--- config.mk ---
export PLATFORM = sky130hd
export DESIGN_NAME = rcm_mode_select
export DESIGN_NICKNAME = d
export VERILOG_FILES = /design/src/rcm_pkg.sv /design/src/rcm_pulse_if.sv /design/src/rcm_fifo.sv /design/src/rcm_pulse_cnt.sv /design/src/rcm_mode_select.sv
export VERILOG_INCLUDE_DIRS = /design/src
export SDC_FILE = /design/constraint.sdc
export NUM_CORES = 1
export LEC_CHECK = 0
export BUFFER_PORTS_ARGS = -buffer_cell sky130_fd_sc_hd__buf_2
export CAP_MARGIN = 20
export CORE_UTILIZATION = 40
export CTS_BUF_LIST = sky130_fd_sc_hd__clkbuf_2
export DETAILED_ROUTE_END_ITERATION = 10
export PLACE_DENSITY = 0.69
export SYNTH_ARGS = -nofsm -noshare
export SYNTH_HDL_FRONTEND = slang
export SYNTH_SLANG_ARGS = --single-unit
--- constraint.sdc ---
create_clock -name REF_CLK -period 2.2 [get_ports REF_CLK]
set_input_delay 0.11 -clock REF_CLK [delete_from_list [all_inputs] [get_ports REF_CLK]]
set_output_delay 0.11 -clock REF_CLK [all_outputs]
set_load 0.02 [all_outputs]
--- src/rcm_cfg.svh ---
// Constants for the remote control mode selection block.
`ifndef RCM_CFG_SVH
`define RCM_CFG_SVH

`define RCM_WORD_BITS    31
`define RCM_SEC_BITS     22
`define RCM_CFG_BITS     9
`define RCM_SEC_LSB      9
`define RCM_CFG_LSB      0
`define RCM_CFG_D_BIT    5
`define RCM_CFG_E_BIT    4
`define RCM_CFG_INV_BIT  0
`define RCM_CFG_TX_BIT   8
`define RCM_CFG_RST      9'h000
`define RCM_WORD_RST     31'h0000_0000
`define RCM_POR_CLKS     3'h4
`define RCM_TEST_PULSES  2'h3
`define RCM_FIFO_DEPTH   32
`define RCM_FIFO_WIDTH   1
`define RCM_NUM_MODES    5
`define RCM_NUM_CFGS     66
`define RCM_NUM_RX_CFGS  48
`define RCM_NUM_TX_CFGS  18

`endif

--- src/rcm_pkg.sv ---
// Types shared by the remote control mode selection block.
package rcm_pkg;

    typedef enum logic [2:0] {
        MODE_INIT     = 3'h0,
        MODE_AMP_TEST = 3'h1,
        MODE_PROGRAM  = 3'h2,
        MODE_READ     = 3'h3,
        MODE_TX       = 3'h4,
        MODE_RX       = 3'h5,
        MODE_UNSUP    = 3'h6
    } rcm_mode_t;

    typedef enum logic [3:0] {
        TX_NONE      = 4'h0,
        TX_NORM_CONT = 4'h1,
        TX_NORM_TRIG = 4'h2,
        TX_NORM_PER  = 4'h3,
        TX_MOD_TRIG  = 4'h4,
        TX_MOD_CONT  = 4'h5,
        TX_MOD_PER   = 4'h6
    } rcm_txcfg_t;

    typedef enum logic [1:0] {
        RX_NONE   = 2'h0,
        RX_ANALOG = 2'h1,
        RX_MOD    = 2'h2,
        RX_LOGIC  = 2'h3
    } rcm_rxcls_t;

    typedef enum logic [0:0] {
        PS_POR = 1'h0,
        PS_RUN = 1'h1
    } rcm_por_t;

endpackage

--- src/rcm_pulse_if.sv ---
// Interface between the mode selector and the test pulse counter.
`timescale 1ns/10ps
interface rcm_pulse_if;
    logic       hv;
    logic       res_level;
    logic [1:0] count;
    logic       test_seen;
    modport ctl (output hv, output res_level, input count, input test_seen);
    modport cnt (input hv, input res_level, output count, output test_seen);
endinterface

--- src/rcm_fifo.sv ---
// Parameterised valid/ready FIFO for the serial data path.
`timescale 1ns/10ps
module rcm_fifo #(
    parameter int W = 1,
    parameter int D = 32
) (
    input  wire logic         clk,
    input  wire logic         rst_n,
    input  wire logic         in_valid,
    output logic              in_ready,
    input  wire logic [W-1:0] in_data,
    output logic              out_valid,
    input  wire logic         out_ready,
    output logic [W-1:0]      out_data
);
    localparam int AW = $clog2(D);

    logic [W-1:0] mem [D];
    logic [AW:0]  wr_ptr_reg;
    logic [AW:0]  wr_ptr_next;
    logic [AW:0]  rd_ptr_reg;
    logic [AW:0]  rd_ptr_next;
    logic         full;
    logic         empty;
    logic         push;
    logic         pop;

    always_comb begin
        full        = (wr_ptr_reg[AW] != rd_ptr_reg[AW]) &&
                      (wr_ptr_reg[AW-1:0] == rd_ptr_reg[AW-1:0]);
        empty       = (wr_ptr_reg == rd_ptr_reg);
        push        = in_valid && !full;
        pop         = out_ready && !empty;
        wr_ptr_next = push ? wr_ptr_reg + 1'h1 : wr_ptr_reg;
        rd_ptr_next = pop ? rd_ptr_reg + 1'h1 : rd_ptr_reg;
        in_ready    = !full;
        out_valid   = !empty;
        out_data    = mem[rd_ptr_reg[AW-1:0]];
    end

    always_ff @(posedge clk) begin
        if (!rst_n) begin
            wr_ptr_reg <= '0;
            rd_ptr_reg <= '0;
        end else begin
            wr_ptr_reg <= wr_ptr_next;
            rd_ptr_reg <= rd_ptr_next;
        end
    end

    // Storage has no reset; only entries behind the write pointer are ever read.
    always_ff @(posedge clk) begin
        if (push) begin
            mem[wr_ptr_reg[AW-1:0]] <= in_data;
        end
    end
endmodule

--- src/rcm_pulse_cnt.sv ---
// Counts low pulses on the resistor oscillator pin while over-voltage is seen.
`timescale 1ns/10ps
`include "rcm_cfg.svh"
module rcm_pulse_cnt (
    input wire logic clk,
    input wire logic rst_n,
    rcm_pulse_if.cnt pif
);
    logic       res_prev_reg;
    logic       res_prev_next;
    logic [1:0] count_reg;
    logic [1:0] count_next;

    always_comb begin
        res_prev_next = pif.res_level;
        count_next    = count_reg;
        if (!pif.hv) begin
            count_next = 2'h0;
        end else if (res_prev_reg && !pif.res_level &&
                     count_reg != `RCM_TEST_PULSES) begin
            count_next = count_reg + 2'h1;
        end
        pif.count     = count_reg;
        pif.test_seen = (count_reg == `RCM_TEST_PULSES);
    end

    // The count saturates, so any number of pulses beyond three still means test.
    always_ff @(posedge clk) begin
        if (!rst_n) begin
            res_prev_reg <= 1'h0;
            count_reg    <= 2'h0;
        end else begin
            res_prev_reg <= res_prev_next;
            count_reg    <= count_next;
        end
    end
endmodule

--- src/rcm_mode_select.sv ---
// Mode and configuration selection for the remote control transmitter/receiver.
`timescale 1ns/10ps
`include "rcm_cfg.svh"
// Notes on behaviour
// - Five primary modes: amplifier test, program, read, transmitter, receiver.
// - Sixty-six configurations: forty-eight receiver and eighteen transmitter.
// - Over-voltage plus three or more low pulses enters amplifier test; the code selects program mode instead while PROG_SEL is high.
// - In amplifier test the comparator output drives the timing pin.
// - In receiver mode the comparator output feeds the internal receive logic.
// - Receive amplifier is enabled for analog and modulated receiver configurations.
// - Logic receiver configurations disable and bypass the amplifier.
// - The comparator shapes and inverts the received waveform.
// - Normal transmitter continuous, triggered and periodic patterns are decoded.
// - Modulated transmitter triggered, continuous and periodic patterns are decoded.
// - Triggered transmitters send while the timing pin is held low.
// - Transmitter serial output sends stored code and configuration bit by bit.
// - After power-on reset the nine configuration bits are loaded.
// - Stored word: twenty-two security code bits, then nine configuration bits.
module rcm_mode_select
    import rcm_pkg::*;
(
    input  wire logic        REF_CLK,
    input  wire logic        RST_N,
    input  wire logic        OSC_CAP_HV,
    input  wire logic        OSC_RES_PIN,
    input  wire logic        PROG_SEL,
    input  wire logic [30:0] STORED_WORD,
    input  wire logic        AMP_IN,
    input  wire logic        TIME_IN,
    input  wire logic        SER_READY,
    output logic [2:0]       MODE,
    output logic [3:0]       TX_CFG,
    output logic [1:0]       CODE_SEL,
    output logic             RX_INVERT,
    output logic             CFG_UNSUPPORTED,
    output logic             CFG_LOADED,
    output logic             AMP_EN,
    output logic             TIME_OUT,
    output logic             TIME_OE,
    output logic             RX_DATA,
    output logic             TX_ACTIVE,
    output logic             SER_OUT,
    output logic             SER_VALID
);
    rcm_pulse_if pif ();

    rcm_por_t   por_reg;
    rcm_por_t   por_next;
    logic [2:0] por_cnt_reg;
    logic [2:0] por_cnt_next;
    logic [8:0] cfg_reg;
    logic [8:0] cfg_next;
    logic [30:0] word_reg;
    logic [30:0] word_next;
    logic       loaded_reg;
    logic       loaded_next;

    rcm_mode_t  mode_reg;
    rcm_mode_t  mode_next;
    rcm_txcfg_t txcfg_reg;
    rcm_txcfg_t txcfg_next;
    rcm_rxcls_t rxcls;
    rcm_txcfg_t txcls;
    logic [1:0] code_sel_reg;
    logic [1:0] code_sel_next;
    logic       inv_reg;
    logic       inv_next;
    logic       unsup_reg;
    logic       unsup_next;
    logic       amp_en_reg;
    logic       amp_en_next;
    logic       time_out_reg;
    logic       time_out_next;
    logic       time_oe_reg;
    logic       time_oe_next;
    logic       rx_data_reg;
    logic       rx_data_next;
    logic       comp_out;

    logic [30:0] shift_reg;
    logic [30:0] shift_next;
    logic [4:0]  left_reg;
    logic [4:0]  left_next;
    logic        tx_go;
    logic        tx_active_reg;
    logic        tx_active_next;
    logic        ser_out_reg;
    logic        ser_out_next;
    logic        ser_valid_reg;
    logic        ser_valid_next;
    logic        fifo_in_valid;
    logic        fifo_in_ready;
    logic        fifo_out_valid;
    logic        fifo_out_ready;
    logic [0:0]  fifo_out_data;

    function automatic rcm_txcfg_t tx_decode(input logic [8:0] c);
        casez (c)
            9'b11100000?: tx_decode = TX_NORM_CONT;
            9'b110??0001: tx_decode = TX_NORM_TRIG;
            9'b110??0000: tx_decode = TX_NORM_PER;
            9'b100??0001: tx_decode = TX_MOD_TRIG;
            9'b10100000?: tx_decode = TX_MOD_CONT;
            9'b100??0000: tx_decode = TX_MOD_PER;
            default:      tx_decode = TX_NONE;
        endcase
    endfunction

    function automatic rcm_rxcls_t rx_decode(input logic [8:0] c);
        casez (c)
            9'b010??010?, 9'b010??011?, 9'b010??000?: rx_decode = RX_ANALOG;
            9'b000???10?, 9'b000???11?, 9'b000???00?: rx_decode = RX_MOD;
            9'b010??110?, 9'b010??111?, 9'b010??100?: rx_decode = RX_LOGIC;
            default:                                  rx_decode = RX_NONE;
        endcase
    endfunction

    assign pif.hv        = OSC_CAP_HV;
    assign pif.res_level = OSC_RES_PIN;

    rcm_pulse_cnt u_pulse_cnt (
        .clk   (REF_CLK),
        .rst_n (RST_N),
        .pif   (pif.cnt)
    );

    // Power-on wait of four clocks, then the stored word is captured.
    always_comb begin
        por_next     = por_reg;
        por_cnt_next = por_cnt_reg;
        cfg_next     = cfg_reg;
        word_next    = word_reg;
        loaded_next  = loaded_reg;
        case (por_reg)
            PS_POR: begin
                if (por_cnt_reg == `RCM_POR_CLKS - 3'h1) begin
                    por_next    = PS_RUN;
                    word_next   = STORED_WORD;
                    cfg_next    = STORED_WORD[`RCM_CFG_LSB +: `RCM_CFG_BITS];
                    loaded_next = 1'h1;
                end else begin
                    por_cnt_next = por_cnt_reg + 3'h1;
                end
            end
            PS_RUN: begin
                por_next = PS_RUN;
            end
            default: begin
                por_next = PS_POR;
            end
        endcase
    end

    always_ff @(posedge REF_CLK) begin
        if (!RST_N) begin
            por_reg     <= PS_POR;
            por_cnt_reg <= 3'h0;
            cfg_reg     <= `RCM_CFG_RST;
            word_reg    <= `RCM_WORD_RST;
            loaded_reg  <= 1'h0;
        end else begin
            por_reg     <= por_next;
            por_cnt_reg <= por_cnt_next;
            cfg_reg     <= cfg_next;
            word_reg    <= word_next;
            loaded_reg  <= loaded_next;
        end
    end

    // Mode choice and pin steering. Over-voltage overrides the stored configuration.
    always_comb begin
        txcls         = tx_decode(cfg_reg);
        rxcls         = rx_decode(cfg_reg);
        comp_out      = !AMP_IN;
        mode_next     = MODE_INIT;
        txcfg_next    = TX_NONE;
        code_sel_next = 2'h0;
        inv_next      = 1'h0;
        unsup_next    = 1'h0;
        amp_en_next   = 1'h0;
        time_oe_next  = 1'h0;
        time_out_next = 1'h0;
        rx_data_next  = 1'h0;
        if (OSC_CAP_HV) begin
            if (PROG_SEL) begin
                mode_next = MODE_PROGRAM;
            end else if (pif.test_seen) begin
                mode_next     = MODE_AMP_TEST;
                amp_en_next   = 1'h1;
                time_oe_next  = 1'h1;
                time_out_next = comp_out;
            end else begin
                mode_next = MODE_READ;
            end
        end else if (loaded_reg) begin
            if (cfg_reg[`RCM_CFG_TX_BIT]) begin
                txcfg_next    = txcls;
                mode_next     = (txcls == TX_NONE) ? MODE_UNSUP : MODE_TX;
                unsup_next    = (txcls == TX_NONE);
                code_sel_next = {cfg_reg[`RCM_CFG_D_BIT], cfg_reg[`RCM_CFG_E_BIT]};
            end else begin
                mode_next    = (rxcls == RX_NONE) ? MODE_UNSUP : MODE_RX;
                unsup_next   = (rxcls == RX_NONE);
                inv_next     = cfg_reg[`RCM_CFG_INV_BIT];
                code_sel_next = {cfg_reg[`RCM_CFG_D_BIT], cfg_reg[`RCM_CFG_E_BIT]};
                amp_en_next  = (rxcls == RX_ANALOG) || (rxcls == RX_MOD);
                // Logic receivers leave the amplifier off but still pass the inverted comparator output.
                rx_data_next = (rxcls == RX_NONE) ? 1'h0 : comp_out;
            end
        end
    end

    always_ff @(posedge REF_CLK) begin
        if (!RST_N) begin
            mode_reg     <= MODE_INIT;
            txcfg_reg    <= TX_NONE;
            code_sel_reg <= 2'h0;
            inv_reg      <= 1'h0;
            unsup_reg    <= 1'h0;
            amp_en_reg   <= 1'h0;
            time_out_reg <= 1'h0;
            time_oe_reg  <= 1'h0;
            rx_data_reg  <= 1'h0;
        end else begin
            mode_reg     <= mode_next;
            txcfg_reg    <= txcfg_next;
            code_sel_reg <= code_sel_next;
            inv_reg      <= inv_next;
            unsup_reg    <= unsup_next;
            amp_en_reg   <= amp_en_next;
            time_out_reg <= time_out_next;
            time_oe_reg  <= time_oe_next;
            rx_data_reg  <= rx_data_next;
        end
    end

    // Serialiser: stored word, security code first, pushed into the FIFO.
    always_comb begin
        case (txcfg_reg)
            TX_NORM_TRIG, TX_MOD_TRIG: tx_go = !TIME_IN;
            TX_NORM_CONT, TX_MOD_CONT,
            TX_NORM_PER, TX_MOD_PER:   tx_go = 1'h1;
            default:                   tx_go = 1'h0;
        endcase
        if (mode_reg != MODE_TX) begin
            tx_go = 1'h0;
        end
        shift_next     = shift_reg;
        left_next      = left_reg;
        fifo_in_valid  = (left_reg != 5'h00);
        tx_active_next = tx_go || (left_reg != 5'h00);
        if (left_reg == 5'h00) begin
            if (tx_go) begin
                shift_next = word_reg;
                left_next  = 5'(`RCM_WORD_BITS);
            end
        end else if (fifo_in_ready) begin
            shift_next = {shift_reg[29:0], 1'h0};
            left_next  = left_reg - 5'h01;
        end
        // The output flop reloads only when empty or taken, so back-pressure stalls the FIFO.
        fifo_out_ready = !ser_valid_reg || SER_READY;
        ser_out_next   = ser_out_reg;
        ser_valid_next = ser_valid_reg;
        if (fifo_out_ready) begin
            ser_valid_next = fifo_out_valid;
            ser_out_next   = fifo_out_valid ? fifo_out_data[0] : 1'h0;
        end
    end

    always_ff @(posedge REF_CLK) begin
        if (!RST_N) begin
            shift_reg     <= `RCM_WORD_RST;
            left_reg      <= 5'h00;
            tx_active_reg <= 1'h0;
            ser_out_reg   <= 1'h0;
            ser_valid_reg <= 1'h0;
        end else begin
            shift_reg     <= shift_next;
            left_reg      <= left_next;
            tx_active_reg <= tx_active_next;
            ser_out_reg   <= ser_out_next;
            ser_valid_reg <= ser_valid_next;
        end
    end

    rcm_fifo #(
        .W (`RCM_FIFO_WIDTH),
        .D (`RCM_FIFO_DEPTH)
    ) u_fifo (
        .clk       (REF_CLK),
        .rst_n     (RST_N),
        .in_valid  (fifo_in_valid),
        .in_ready  (fifo_in_ready),
        .in_data   (shift_reg[30]),
        .out_valid (fifo_out_valid),
        .out_ready (fifo_out_ready),
        .out_data  (fifo_out_data)
    );

    assign MODE            = mode_reg;
    assign TX_CFG          = txcfg_reg;
    assign CODE_SEL        = code_sel_reg;
    assign RX_INVERT       = inv_reg;
    assign CFG_UNSUPPORTED = unsup_reg;
    assign CFG_LOADED      = loaded_reg;
    assign AMP_EN          = amp_en_reg;
    assign TIME_OUT        = time_out_reg;
    assign TIME_OE         = time_oe_reg;
    assign RX_DATA         = rx_data_reg;
    assign TX_ACTIVE       = tx_active_reg;
    assign SER_OUT         = ser_out_reg;
    assign SER_VALID       = ser_valid_reg;
endmodule

==> impl_results.md <==
- Seq cells post-synth: 141
- Vias in the first global route: 4,709
- Final Max Slew Viols: 0
- Layout cells sized above 1: 19.7%
- Endpoints failing hold: 0
- Top FF cell, synth: dfxtp_1
- Clock Path Buffers: 2
- Worst min-delay path class: input pin to flip-flop
- Max Clk Rate: 478 MHz
- Num CTS Buffers: 17
- Die area: 0.0156 mm²
- Wire length per cell: 14.2 µm
- Peak supply drop: 0.675 mV
- Max FFs per register: 32
- Count of cell types in the netlist: 55
- Critical path type: flip-flop to flip-flop
- Tightest Pin Transition: 1.02 ns
- Initial Utilization: 41.3%
- Asr flop ratio synth: 0%
- Post-Syn Area: 0.00605 mm²
- Area Growth Syn to Fin: 23.5%
- DRC violations left: 4
- Synth warn: 0
- Later-pin clock latency in the skew report: 0.70 ns
- Final WL: 13.4 mm
- Antenna violations before repair: 0
- Design area: 0.00747 mm²
- Pwr Density: 1050 mW/mm²
- # diodes: 0
- Critical-path maximum fanout: 3
- Fin nets: 792
- Seq/Total Area, Yosys: 51.9%
- Root Buffer: clkbuf_2
- GRT Overall Usage: 17.9%
- First-pass GRT wire length: 22.3 mm
- Setup TNS: 0 ns
- Vias after detailed routing: 4,722
- Clock skew: 0.0282 ns
- Gpl congestion: 0.789
- Largest net degree at the start of global routing: 84
- # rows: 44
- Status: finished, violations left
- Crit share post-route: 95.1%
- Mean Syn Cell Area: 9.75 µm²
- Minimum clock period: 2.09 ns
- Leak Pwr: 2.80 nW
- Initial DRC Count: 409
- H-tree Lvls: 4
- Synth Instances: 621
- Failing checks: design-rule violations
- Number of vias per cell: 5.02
- TritonRoute pass-1 iters: 8
- MaxCap Viol Count: 0
- Highest-count cells in the layout ignoring fill and taps: 134 x nand2_1, 109 x dfxtp_1, 73 x dlygate4sd3_1
- Slew headroom: 31.9%
- Die width: 125 µm
- RSZ-0062 raised after global routing: true
- Net Count, Synth: 670
- Critical Path Start Type: flip-flop
- CP arrival: 2.73 ns
- Top Ports: 58
- DP HPWL: 8.15 mm
- Gr ovfl total: 0
- WP data required: 2.84 ns
- Number of enable flip-flop cells after synthesis: 32
- Placed inst area: 0.00649 mm²
- Final setup vio count: 0
- I/O Buffers: 56
- Post-route antenna net violation count: 0
- Fin util: 51.0%
- Clock tree sinks: 141
- Clock Pin Slew Worst Setup and Hold Paths: 0.18 ns
- Most common cell after layout, fill and taps aside: nand2_1
- Crit end category: flip-flop
- Die Height: 125 µm
- Core Box Area: 0.0146 mm²
- CTS tree: yes
area by class of cell:
cell class,count,area (µm²)
clock buffers,21,105
fillers,1305,7170
multi-input cells,426,2660
flip-flops and latches,141,3140
repair buffers,146,1200
well taps,184,230
inverters,11,41.3
clock inverters,11,101
worst max-delay path: stages, from the launching register on:
cell and delay (ns):
dfxtp_1 0.40, inv_1 0.09, a211oi_2 0.28, o21ai_0 0.17, ha_1 0.22, nor2_1 0.11
nand2_1 0.08, o21ai_0 0.11, dlygate4sd3_1 0.58
what timing repair did:
item	in CTS	in global routing
resized for setup	0	7
setup endpoints to repair	0	85
buffers inserted	0	2
endpoints found under the hold margin	82	0
hold buffers	73	0
final timing paths:
kind         endpoint  slack [ns]  cells past startpoint  startpoint
max reg2reg   MODE[0]        0.11                      8  cfg_reg[2]
max           MODE[0]        0.11                      8  cfg_reg[2]
min reg2reg   SER_OUT        0.49                      2     SER_OUT
min          TIME_OUT        0.12                      3      AMP_IN
power by group:
group / total, mW / internal [mW] / leakage, nW / switching (mW)
Sequential: 3.42 / 3.09 / 1.18 / 0.326
Clock: 1.40 / 0.515 / 0.138 / 0.889
Combinational: 3.04 / 1.30 / 1.48 / 1.73
Total: 7.86 / 4.91 / 2.80 / 2.95
per-stage QoR:
step                      hold WS (ns)  setup WS (ns)  power [mW]  std cells
after global routing            0.0392        -0.0324        8.39        940
after CTS                       0.0377         0.0413        7.82        938
after floorplan                  0.182          0.333        5.61        621
final                            0.124          0.108        7.86        940
after detailed placement         0.293         0.0915        6.30        833
after global placement           0.285          0.209        6.16        833
synth_stat cells, drive strengths merged, types with 2 or more instances:
cell type	count	area [µm²]
buf	17	125
nand3b	5	37.5
dfxtp	109	2180
a311oi	30	438
mux2i	16	160
inv	11	41.3
o21a	3	22.5
a211oi	9	77.6
nor2	66	255
nand4	3	18.8
or2	3	18.8
nand2	134	503
and2	3	18.8
edfxtp	32	961
nor2b	3	18.8
clkbuf	26	97.6
a31oi	2	12.5
o211ai	4	35.0
o21ai	7	35.0
a21oi	39	206
xnor2	10	95.1
nor3	35	175
nand2b	6	37.5
xor2	5	43.8
nor3b	2	20.0
ha	10	125
and3	4	26.3
or3b	3	28.8
nand3	8	40.0
mux4	5	113
layer usage:
layer	GRT usage (%)	vias to the layer above	part of all wire, %
li1	-	2399	-
met1	21.6	2237	46
met2	30.7	82	50
met3	3.98	4	3.6
met4	7.53	0	0.43
met5	0	-	0
cells by family (layout without fill, tap and decap cells):
family,Yosys count,after routing,synth area share (%)
AO/OA/AOI/OAI,100,100,14.4
XOR/XNOR,15,15,2.29
adder cells (fa/ha/maj),11,11,2.23
buffers and inverters,54,189,4.36
flip-flops,141,141,51.9
multiplexers,21,21,4.51
other,1,1,0.0619
AND/OR/NAND/NOR,278,278,20.2
Power figures use the tool's default switching activity.
